**config.mk**
```make
export PLATFORM = sky130hd
export DESIGN_NAME = blinit_boot_loader
export DESIGN_NICKNAME = d
export VERILOG_FILES = /design/src/logic/blinit_pkg.sv /design/src/logic/blinit_boot_loader.sv /design/src/logic/blinit_fifo.sv
export SDC_FILE = /design/constraint.sdc
export NUM_CORES = 1
export LEC_CHECK = 0
export BUFFER_PORTS_ARGS = -buffer_cell sky130_fd_sc_hd__buf_2
export CELL_PAD_IN_SITES_DETAIL_PLACEMENT = 0
export CELL_PAD_IN_SITES_GLOBAL_PLACEMENT = 1
export CORE_ASPECT_RATIO = 1.75
export CORE_MARGIN = 4
export CORE_UTILIZATION = 50
export DETAILED_ROUTE_END_ITERATION = 10
export PLACE_DENSITY_LB_ADDON = 0.1
export SLEW_MARGIN = 20
export SYNTH_ARGS = -nofsm -noshare
export SYNTH_HDL_FRONTEND = slang
export SYNTH_SLANG_ARGS = --single-unit
```
**constraint.sdc**
```tcl
create_clock -name ref_clk_i -period 6 [get_ports ref_clk_i]
set_clock_uncertainty 0.1 [all_clocks]
set_input_delay 0 -clock ref_clk_i [delete_from_list [all_inputs] [get_ports ref_clk_i]]
set_output_delay 0 -clock ref_clk_i [all_outputs]
set_load 0.01 [all_outputs]
```
**src/logic/blinit_pkg.sv**
```systemverilog
// Purpose: shared constants and carriers of the boot loader and init flag block
// Assumes: 40 MHz ref_clk_i, serial flash in SPI mode 0 on select zero
package blinit_pkg;

  localparam int unsigned CLK_KHZ        = 40000;
  localparam int unsigned SLOW_SCLK_KHZ  = 1420;
  localparam int unsigned FAST_SCLK_KHZ  = 30000;
  // Half periods round up so the serial clock never exceeds its nominal rate
  localparam int unsigned SLOW_HALF_CYC  = (CLK_KHZ + 2 * SLOW_SCLK_KHZ - 1) / (2 * SLOW_SCLK_KHZ);
  localparam int unsigned FAST_HALF_CYC  = (CLK_KHZ + 2 * FAST_SCLK_KHZ - 1) / (2 * FAST_SCLK_KHZ);
  localparam int unsigned DESELECT_CYC   = 2 * SLOW_HALF_CYC;
  localparam int unsigned INIT_TYPICAL_MS  = 1760;
  localparam int unsigned INIT_TYPICAL_CYC = INIT_TYPICAL_MS * CLK_KHZ;

  localparam int unsigned FLASH_ADDR_W   = 24;
  localparam int unsigned FIFO_DEPTH     = 32;
  localparam int unsigned PROG_BYTES_DEF = 4096;

  localparam logic [7:0] CMD_WRITE_ENABLE = 8'h06;
  localparam logic [7:0] CMD_READ_STATUS  = 8'h05;
  localparam logic [7:0] CMD_WRITE_STATUS = 8'h01;
  localparam logic [7:0] CMD_FAST_READ    = 8'h0b;
  localparam logic [7:0] STATUS_UNPROTECT = 8'h00;
  localparam logic [7:0] DUMMY_BYTE       = 8'h00;
  localparam int unsigned STATUS_BUSY_BIT = 0;
  localparam int unsigned STATUS_WEL_BIT  = 1;
  localparam logic [24:0] READ_HDR_BYTES  = 25'h0000005;

  typedef enum logic [8:0]
  {
    BLINIT_HOLD     = 9'h001,
    BLINIT_WRITE_ENABLE_COMMAND     = 9'h002,
    BLINIT_POLL_WEL = 9'h004,
    BLINIT_WRSR     = 9'h008,
    BLINIT_POLL_WIP = 9'h010,
    BLINIT_READ     = 9'h020,
    BLINIT_DRAIN    = 9'h040,
    BLINIT_INIT     = 9'h080,
    BLINIT_DONE     = 9'h100
  } blinit_state_t;

  typedef struct packed
  {
    logic sclk;
    logic mosi;
    logic sel0_n;
    logic sel1_n;
  } blinit_spi_t;

  typedef struct packed
  {
    logic                    valid;
    logic [FLASH_ADDR_W-1:0] addr;
    logic [7:0]              data;
  } blinit_prog_t;

endpackage
```
**src/logic/blinit_boot_loader.sv**
```systemverilog
// Purpose: boot from serial flash, copy code to program memory, run auto-init flag
// Assumes: flash on select zero, SPI mode 0, program memory write port on ref_clk_i
// Notes:   controller_reset_n_i low holds the whole block idle, like reset_i
`timescale 1ns/1ps
module blinit_boot_loader #(
  parameter int unsigned  PROG_BYTES       = blinit_pkg::PROG_BYTES_DEF,
  parameter logic [23:0]  BOOT_BASE        = 24'h000000,
  parameter int unsigned  INIT_TYPICAL_CYC = blinit_pkg::INIT_TYPICAL_CYC,
  parameter int unsigned  FIFO_DEPTH       = blinit_pkg::FIFO_DEPTH
)
(
  input  wire logic                     ref_clk_i,
  input  wire logic                     reset_i,
  input  wire logic                     controller_reset_n_i,
  input  wire logic                     flash_miso_i,
  input  wire logic                     autoinit_done_i,
  input  wire logic                     aux_select_i,
  input  wire logic                     prog_ready_i,
  output blinit_pkg::blinit_spi_t       flash_o,
  output blinit_pkg::blinit_prog_t      prog_o,
  output logic                          init_busy_o,
  output logic                          init_busy_oe_o,
  output logic                          autoinit_run_o,
  output logic                          host_accept_o,
  output logic                          init_late_o
);
  localparam logic [24:0] READ_LAST = blinit_pkg::READ_HDR_BYTES + 25'(PROG_BYTES) - 25'h1;
  localparam logic [3:0]  SLOW_LAST = 4'(blinit_pkg::SLOW_HALF_CYC - 1);
  localparam logic [3:0]  FAST_LAST = 4'(blinit_pkg::FAST_HALF_CYC - 1);
  localparam logic [7:0]  GAP_CYC   = 8'(blinit_pkg::DESELECT_CYC);
  localparam logic [26:0] LATE_CYC  = 27'(INIT_TYPICAL_CYC);

  blinit_pkg::blinit_state_t state;
  blinit_pkg::blinit_state_t next_after;

  logic        miso_meta;
  logic        miso_sync;
  logic        crst_meta;
  logic        crst_sync;
  logic        hold;

  logic        txn_active;
  logic [7:0]  gap_cnt;
  logic [24:0] idx;
  logic [24:0] last_idx;
  logic        fast;

  logic        eng_busy;
  logic        byte_done;
  logic [2:0]  bit_cnt;
  logic [3:0]  half_cnt;
  logic [7:0]  tx_shift;
  logic [7:0]  rx_shift;
  logic [7:0]  next_tx;
  logic        start;
  logic        capture;

  logic        sclk;
  logic        mosi;
  logic        sel0_n;
  logic        sel1_n;

  logic        fifo_in_valid;
  logic        fifo_in_ready;
  logic        fifo_out_valid;
  logic        fifo_out_ready;
  logic [7:0]  fifo_out_data;

  logic        prog_valid;
  logic [23:0] prog_addr;
  logic [7:0]  prog_data;
  logic [26:0] late_cnt;

  // Both the flash data pin and the controller reset pin are asynchronous
  always_ff @(posedge ref_clk_i)
  begin
    if (reset_i)
    begin
      miso_meta <= 1'b0;
      miso_sync <= 1'b0;
      crst_meta <= 1'b0;
      crst_sync <= 1'b0;
    end
    else
    begin
      miso_meta <= flash_miso_i;
      miso_sync <= miso_meta;
      crst_meta <= controller_reset_n_i;
      crst_sync <= crst_meta;
    end
  end

  assign hold = reset_i || !crst_sync;

  // Byte count of each flash transaction, last index inclusive
  always_comb
  begin
    case (state)
      blinit_pkg::BLINIT_POLL_WEL: last_idx = 25'h1;
      blinit_pkg::BLINIT_WRSR:     last_idx = 25'h1;
      blinit_pkg::BLINIT_POLL_WIP: last_idx = 25'h1;
      blinit_pkg::BLINIT_READ:     last_idx = READ_LAST;
      default:                     last_idx = 25'h0;
    endcase
  end

  // Byte to shift for the current state and position
  always_comb
  begin
    next_tx = blinit_pkg::DUMMY_BYTE;
    case (state)
      blinit_pkg::BLINIT_WRITE_ENABLE_COMMAND:
      begin
        next_tx = blinit_pkg::CMD_WRITE_ENABLE;
      end
      blinit_pkg::BLINIT_POLL_WEL, blinit_pkg::BLINIT_POLL_WIP:
      begin
        next_tx = (idx == 25'h0) ? blinit_pkg::CMD_READ_STATUS : blinit_pkg::DUMMY_BYTE;
      end
      blinit_pkg::BLINIT_WRSR:
      begin
        next_tx = (idx == 25'h0) ? blinit_pkg::CMD_WRITE_STATUS : blinit_pkg::STATUS_UNPROTECT;
      end
      blinit_pkg::BLINIT_READ:
      begin
        // Full 24-bit address reaches every byte of a 16 MB part
        case (idx)
          25'h0:   next_tx = blinit_pkg::CMD_FAST_READ;
          25'h1:   next_tx = BOOT_BASE[23:16];
          25'h2:   next_tx = BOOT_BASE[15:8];
          25'h3:   next_tx = BOOT_BASE[7:0];
          default: next_tx = blinit_pkg::DUMMY_BYTE;
        endcase
      end
      default:
      begin
        next_tx = blinit_pkg::DUMMY_BYTE;
      end
    endcase
  end

  // Successor once a transaction's last byte is in
  always_comb
  begin
    case (state)
      blinit_pkg::BLINIT_WRITE_ENABLE_COMMAND:
      begin
        next_after = blinit_pkg::BLINIT_POLL_WEL;
      end
      blinit_pkg::BLINIT_POLL_WEL:
      begin
        next_after = rx_shift[blinit_pkg::STATUS_WEL_BIT] ?
                     blinit_pkg::BLINIT_WRSR : blinit_pkg::BLINIT_POLL_WEL;
      end
      blinit_pkg::BLINIT_WRSR:
      begin
        next_after = blinit_pkg::BLINIT_POLL_WIP;
      end
      blinit_pkg::BLINIT_POLL_WIP:
      begin
        next_after = rx_shift[blinit_pkg::STATUS_BUSY_BIT] ?
                     blinit_pkg::BLINIT_POLL_WIP : blinit_pkg::BLINIT_READ;
      end
      blinit_pkg::BLINIT_READ:
      begin
        next_after = blinit_pkg::BLINIT_DRAIN;
      end
      default:
      begin
        next_after = blinit_pkg::BLINIT_HOLD;
      end
    endcase
  end

  // A data byte is only started while the FIFO has room, so a stalled
  // program memory stops the serial clock instead of losing bytes
  assign start = txn_active && !eng_busy && !byte_done && !capture &&
                 ((state != blinit_pkg::BLINIT_READ) ||
                  (idx < blinit_pkg::READ_HDR_BYTES) || fifo_in_ready);

  // Byte engine: mode 0, clock idles low
  always_ff @(posedge ref_clk_i)
  begin
    if (hold)
    begin
      eng_busy  <= 1'b0;
      byte_done <= 1'b0;
      bit_cnt   <= 3'h0;
      half_cnt  <= 4'h0;
      tx_shift  <= 8'h00;
      rx_shift  <= 8'h00;
      capture   <= 1'b0;
      sclk      <= 1'b0;
      mosi      <= 1'b0;
    end
    else
    begin
      byte_done <= 1'b0;
      capture   <= 1'b0;
      if (capture)
      begin
        // The pin lags two cycles, more than a fast half period, so the bit
        // launched at the previous fall is taken one cycle after this fall
        rx_shift  <= {rx_shift[6:0], miso_sync};
        byte_done <= !eng_busy;
      end
      if (start)
      begin
        eng_busy <= 1'b1;
        tx_shift <= next_tx;
        mosi     <= next_tx[7];
        bit_cnt  <= 3'h0;
        half_cnt <= 4'h0;
      end
      else if (eng_busy)
      begin
        if (half_cnt == (fast ? FAST_LAST : SLOW_LAST))
        begin
          half_cnt <= 4'h0;
          if (!sclk)
          begin
            sclk <= 1'b1;
          end
          else
          begin
            // Sampling on the falling edge tolerates slow flash clock-to-out
            sclk     <= 1'b0;
            capture  <= 1'b1;
            bit_cnt  <= bit_cnt + 3'h1;
            if (bit_cnt == 3'h7)
            begin
              eng_busy  <= 1'b0;
            end
            else
            begin
              mosi     <= tx_shift[6];
              tx_shift <= {tx_shift[6:0], 1'b0};
            end
          end
        end
        else
        begin
          half_cnt <= half_cnt + 4'h1;
        end
      end
    end
  end

  // Boot sequencer
  always_ff @(posedge ref_clk_i)
  begin
    if (hold)
    begin
      state      <= blinit_pkg::BLINIT_HOLD;
      txn_active <= 1'b0;
      sel0_n     <= 1'b1;
      gap_cnt    <= 8'h00;
      idx        <= 25'h0;
      fast       <= 1'b0;
    end
    else
    begin
      case (state)
        blinit_pkg::BLINIT_HOLD:
        begin
          // First cycle with the controller reset released
          state <= blinit_pkg::BLINIT_WRITE_ENABLE_COMMAND;
        end
        blinit_pkg::BLINIT_WRITE_ENABLE_COMMAND, blinit_pkg::BLINIT_POLL_WEL, blinit_pkg::BLINIT_WRSR,
        blinit_pkg::BLINIT_POLL_WIP, blinit_pkg::BLINIT_READ:
        begin
          if (gap_cnt != 8'h00)
          begin
            gap_cnt <= gap_cnt - 8'h01;
          end
          else if (!txn_active)
          begin
            txn_active <= 1'b1;
            sel0_n     <= 1'b0;
            idx        <= 25'h0;
          end
          else if (byte_done)
          begin
            if (idx == last_idx)
            begin
              txn_active <= 1'b0;
              sel0_n     <= 1'b1;
              gap_cnt    <= GAP_CYC;
              state      <= next_after;
              if (next_after == blinit_pkg::BLINIT_READ)
              begin
                fast <= 1'b1;
              end
            end
            else
            begin
              idx <= idx + 25'h1;
            end
          end
        end
        blinit_pkg::BLINIT_DRAIN:
        begin
          // All code must sit in program memory before control moves on
          if (!fifo_out_valid && !prog_valid)
          begin
            state <= blinit_pkg::BLINIT_INIT;
          end
        end
        blinit_pkg::BLINIT_INIT:
        begin
          if (autoinit_done_i)
          begin
            state <= blinit_pkg::BLINIT_DONE;
          end
        end
        blinit_pkg::BLINIT_DONE:
        begin
          state <= blinit_pkg::BLINIT_DONE;
        end
        default:
        begin
          state <= blinit_pkg::BLINIT_HOLD;
        end
      endcase
    end
  end

  assign fifo_in_valid = byte_done && (state == blinit_pkg::BLINIT_READ) &&
                         (idx >= blinit_pkg::READ_HDR_BYTES);
  assign fifo_out_ready = !prog_valid || prog_ready_i;

  blinit_fifo #(
    .WIDTH (8),
    .DEPTH (FIFO_DEPTH)
  ) u_fifo (
    .ref_clk_i   (ref_clk_i),
    .reset_i     (hold),
    .in_valid_i  (fifo_in_valid),
    .in_ready_o  (fifo_in_ready),
    .in_data_i   (rx_shift),
    .out_valid_o (fifo_out_valid),
    .out_ready_i (fifo_out_ready),
    .out_data_o  (fifo_out_data)
  );

  // Program memory write stage, one byte per accepted beat
  always_ff @(posedge ref_clk_i)
  begin
    if (hold)
    begin
      prog_valid <= 1'b0;
      prog_addr  <= 24'h000000;
      prog_data  <= 8'h00;
    end
    else if (fifo_out_valid && fifo_out_ready)
    begin
      prog_valid <= 1'b1;
      prog_data  <= fifo_out_data;
      if (prog_valid)
      begin
        prog_addr <= prog_addr + 24'h000001;
      end
    end
    else if (prog_ready_i && prog_valid)
    begin
      prog_valid <= 1'b0;
      prog_addr  <= prog_addr + 24'h000001;
    end
  end

  // Init status line: undriven through reset and boot, then high, then low
  always_ff @(posedge ref_clk_i)
  begin
    if (hold)
    begin
      init_busy_oe_o <= 1'b0;
      init_busy_o    <= 1'b1;
    end
    else
    begin
      case (state)
        blinit_pkg::BLINIT_INIT:
        begin
          init_busy_oe_o <= 1'b1;
          init_busy_o    <= 1'b1;
        end
        blinit_pkg::BLINIT_DONE:
        begin
          init_busy_oe_o <= 1'b1;
          init_busy_o    <= 1'b0;
        end
        default:
        begin
          init_busy_oe_o <= 1'b0;
          init_busy_o    <= 1'b1;
        end
      endcase
    end
  end

  // Host-facing flags and the second select, which only runs after boot
  always_ff @(posedge ref_clk_i)
  begin
    if (hold)
    begin
      host_accept_o  <= 1'b0;
      autoinit_run_o <= 1'b0;
      sel1_n         <= 1'b1;
    end
    else
    begin
      host_accept_o  <= (state == blinit_pkg::BLINIT_DONE);
      autoinit_run_o <= (state == blinit_pkg::BLINIT_INIT);
      sel1_n         <= !((state == blinit_pkg::BLINIT_DONE) && aux_select_i);
    end
  end

  // Overrun of the typical init time is flagged, not enforced
  always_ff @(posedge ref_clk_i)
  begin
    if (hold)
    begin
      late_cnt    <= 27'h0;
      init_late_o <= 1'b0;
    end
    else if (state != blinit_pkg::BLINIT_DONE)
    begin
      if (late_cnt != LATE_CYC)
      begin
        late_cnt <= late_cnt + 27'h1;
      end
      else
      begin
        init_late_o <= 1'b1;
      end
    end
  end

  // Single lane each way on one port
  assign flash_o = '{sclk: sclk, mosi: mosi, sel0_n: sel0_n, sel1_n: sel1_n};
  assign prog_o  = '{valid: prog_valid, addr: prog_addr, data: prog_data};
endmodule

```
**src/logic/blinit_fifo.sv**
```systemverilog
// Purpose: byte FIFO between the flash reader and program memory
// Assumes: single clock, synchronous active-high reset
// Notes:   full and empty derive from an exact fill count
`timescale 1ns/1ps
module blinit_fifo #(
  parameter int unsigned WIDTH = 8,
  parameter int unsigned DEPTH = 32
)
(
  input  wire logic             ref_clk_i,
  input  wire logic             reset_i,
  input  wire logic             in_valid_i,
  output logic                  in_ready_o,
  input  wire logic [WIDTH-1:0] in_data_i,
  output logic                  out_valid_o,
  input  wire logic             out_ready_i,
  output logic      [WIDTH-1:0] out_data_o
);
  localparam int unsigned AW = (DEPTH > 1) ? $clog2(DEPTH) : 1;
  localparam logic [AW-1:0] LAST_PTR = AW'(DEPTH - 1);
  localparam logic [AW:0]   FULL_CNT = (AW + 1)'(DEPTH);

  logic [WIDTH-1:0] mem [DEPTH];
  logic [AW-1:0]    wr_ptr;
  logic [AW-1:0]    rd_ptr;
  logic [AW:0]      count;
  logic             push;
  logic             pop;

  assign in_ready_o  = (count != FULL_CNT);
  assign out_valid_o = (count != '0);
  assign out_data_o  = mem[rd_ptr];
  assign push        = in_valid_i && in_ready_o;
  assign pop         = out_valid_o && out_ready_i;

  always_ff @(posedge ref_clk_i)
  begin
    if (push)
    begin
      mem[wr_ptr] <= in_data_i;
    end
  end

  always_ff @(posedge ref_clk_i)
  begin
    if (reset_i)
    begin
      wr_ptr <= '0;
      rd_ptr <= '0;
      count  <= '0;
    end
    else
    begin
      if (push)
      begin
        wr_ptr <= (wr_ptr == LAST_PTR) ? '0 : wr_ptr + 1'b1;
      end
      if (pop)
      begin
        rd_ptr <= (rd_ptr == LAST_PTR) ? '0 : rd_ptr + 1'b1;
      end
      if (push && !pop)
      begin
        count <= count + 1'b1;
      end
      else if (pop && !push)
      begin
        count <= count - 1'b1;
      end
    end
  end
endmodule

```
==> impl_metrics.ini <==
[run_status]
outcome = finished clean

[logic_synthesis]
ys_ff_latch = 414
ys_async_sr_fraction_pct = 0
synth-edff-count = 256
netlist_area_mm2 = 0.01747
synth_top_cell_by_area = edfxtp_1
synthCells = 1301
synth_seq_area_share_pct = 62.12
yosys.cell_types.count = 70
syn-num-nets = 1332
ys_top_cells_by_area = edfxtp_1, dfxtp_1, mux4_2
yosys_warnings = 0
netlist.area_leader.share_pct = 44.01
avgSynthCellArea_um2 = 13.43
synth_ff_type = edfxtp_1

[worst_hold_path]
hold_class = in -> reg

[setup_path]
r2r_setup_slack_ps = 2220
regToRegStartpoint = idx[7]$_SDFFE_PP0P_
setup.worst_path.start_class = register
critPathKind = reg -> reg
required_ps = 6360
crit_fanout = 7
r2r-end = u_fifo.count[5]$_SDFFE_PP0P_
cp.arrival_ps = 4140
end_kind = register
ff2ff_path_depth = 14
endpoint = u_fifo.count[5]$_SDFFE_PP0P_
crit_path_start = idx[7]$_SDFFE_PP0P_

[sta]
hold_viol_final = 0
setup_viol = 0
relSlewSlack_pct = 30.44
tightest_slew_ps = 1042
tns_ps = 0
rsz0062_at_grt = false
fin_crit_sh_pct = 63.00
slew_viol_final = 0
setup_slack_ps = 2220
fmax_mhz = 264.5
period_needed_ps = 3780

[final_layout]
seq_area_mm2 = 0.01086
drive_above_1_share_pct = 16.64
num_antenna_cells = 0
fill_cells = 2911
mostFrequentLayoutCell = edfxtp_1
layout.nets = 1376
layout.cells.most_common_list = edfxtp_1, dfxtp_1, nor2_1
multiInputGateArea_mm2 = 0.006242
syn_to_final_growth_pct = 11.52

[route]
vias = 10359
postRouteAntennaNets = 0
via_per_inst = 5.661
drt-initial-drc-count = 550
route.detailed.drc = 0
drtPass1Iterations = 4
wire_per_inst_um = 19.84
drt_wl_total_um = 36310

[pwr]
p_sw_share_pct = 19.03
pwr-share-clk_pct = 45.1
p_comb_share_pct = 0.4
powerDensity_mw_per_mm2 = 281.4
p_sw_mw = 1.043
vdd_drop_max_mv = 0.2517
p_int_mw = 4.438
leakage_nw = 5.450
seq_power_share_pct = 54.5
total_power_mw = 5.481

[clock_network]
cts_buffers = 39
ctsResizeCount = 0
clk_latency_ps = 540
clock-sinks = 414
clock_path_buffers = 3
cts_tree = done
h-tree-depth = 2
clk_pin_slew_ps = 60
cts_root_buffer = clkbuf_16

[floorplan]
dieWidth_um = 149.3
top_level_ports = 49
row_count = 90
start_util_pct = 50.69
dieArea_mm2 = 0.03811
die_h_um = 255.3
core_mm2 = 0.03446

[global_route]
grt_usage_pct = 19.57
grt_max_degree = 57
antenna_found_initial = 0
grt_pass1_vias = 10695
grt-ovfl-total = 0
grt_first_pass_wirelength_um = 58470

[place]
io_buffers = 48
pre_cts_ws_ps = 2213
gp_congestion = 0.8215
hpwl_um = 25070

[flow_run]
drv_cap = 0
==> sequential cells by signal, summed over array words and instances, names as in the netlist, 3 cells and up <==
register       flops
idx               25
rx_shift           8
u_fifo.rd_ptr      5
prog_addr         24
late_cnt          27
state              9
u_fifo.wr_ptr      5
gap_cnt            8
half_cnt           4
bit_cnt            3
u_fifo.mem       256
u_fifo.count       6
tx_shift           7
prog_data          8
==> Yosys cell counts, types with 4 or more instances <==
master / number
buf_1: 6
a31oi_1: 7
nor3_1: 25
and4_1: 9
nand4_1: 24
nand2_1: 75
nor4_1: 15
a21oi_1: 65
nand2b_1: 8
edfxtp_1: 256
xnor2_1: 19
mux4_2: 80
nor2b_1: 9
dfxtp_1: 158
xor2_1: 32
buf_2: 10
mux2i_1: 30
and3_1: 24
or3_1: 21
ha_1: 23
clkbuf_1: 43
nand3_1: 44
a21o_1: 4
nor3b_1: 6
o31a_1: 4
or4_1: 19
o21ai_0: 42
inv_1: 23
o211ai_1: 15
and2_1: 6
nor2_1: 128
nand3b_1: 7
buf_4: 9
==> what timing repair did <==
item	CTS	global route
hold buffers	8	0
endpoints found under the hold margin	25	0
buffers inserted	0	0
==> critical path, stage by stage (launching register included) <==
cell and delay, ps:
dfxtp_1 350, nor4_1 500, nand3_1 210, or3_1 440, nand2_1 190, inv_1 140, ha_1 220, inv_1 190
ha_1 280, a21o_1 180, a21oi_1 210, o21bai_1 90, a21oi_1 170, mux2i_1 230, mux2i_1 190
==> power by group through the flow <==
stage	logic [mW]	registers [mW]	clock network, mW
2_1_floorplan	0.0124	3.05	0
4_1_cts	0.0243	2.99	2.53
5_1_grt	0.0261	2.99	2.64
3_5_place_dp	0.0199	3.05	0
3_3_place_gp	0.0198	3.05	0
6_report	0.0235	2.99	2.47
==> worst min-delay path by stage <==
| stage | cells after the start | slack [ps] | start | endpoint |
|---|---|---|---|---|
| finish | 3 | 90 | aux_select_i | sel1_n$_SDFF_PP1_ |
| global route | 3 | 120 | aux_select_i | sel1_n$_SDFF_PP1_ |
| CTS | 3 | 90 | aux_select_i | sel1_n$_SDFF_PP1_ |
| detailed placement | 2 | 70 | aux_select_i | sel1_n$_SDFF_PP1_ |
| global placement | 2 | 70 | aux_select_i | sel1_n$_SDFF_PP1_ |
| floorplan | 1 | -40 | aux_select_i | sel1_n$_SDFF_PP1_ |
==> cell type report <==
| cell class | instances | share of cell area [%] |
|---|---|---|
| Sequential cell | 414 | 55.76 |
| Multi-Input combinational cell | 795 | 32.05 |
| Clock inverter | 14 | 0.9892 |
| Timing Repair Buffer | 71 | 2.223 |
| Tap cell | 460 | 2.955 |
| Clock buffer | 52 | 5.569 |
| Inverter | 24 | 0.4625 |
==> routing by layer <==
metal / wire [um] / track usage (%)
met4: 1030 / 6.649
met3: 1031 / 2.533
met2: 20900 / 37.96
met5: 0 / 0
met1: 13340 / 21.84
==> stage by stage <==
stage / hold slack, ps / instances / area [um^2] / utilization, %
floorplan: -38.06 / 1301 / 17470 / -
global placement: 73.45 / 1755 / 18100 / 52.52
detailed placement: 71.93 / 1755 / 18100 / 52.53
CTS: 89.59 / 1829 / 19460 / 56.47
global route: 122.2 / 1830 / 19480 / 56.53
finish: 88.56 / 1830 / 19480 / 56.53
==> logic make-up after synthesis <==
family                   Yosys count  share of synthesized area (%)
AND/OR/NAND/NOR                  442                          13.34
flip-flops                       414                          62.12
AO/OA/AOI/OAI                    167                          5.881
multiplexers                     111                          12.10
buffers and inverters             92                          2.242
XOR/XNOR                          51                          2.557
adder cells (fa/ha/maj)           24                          1.762
Power figures use the tool's default switching activity.
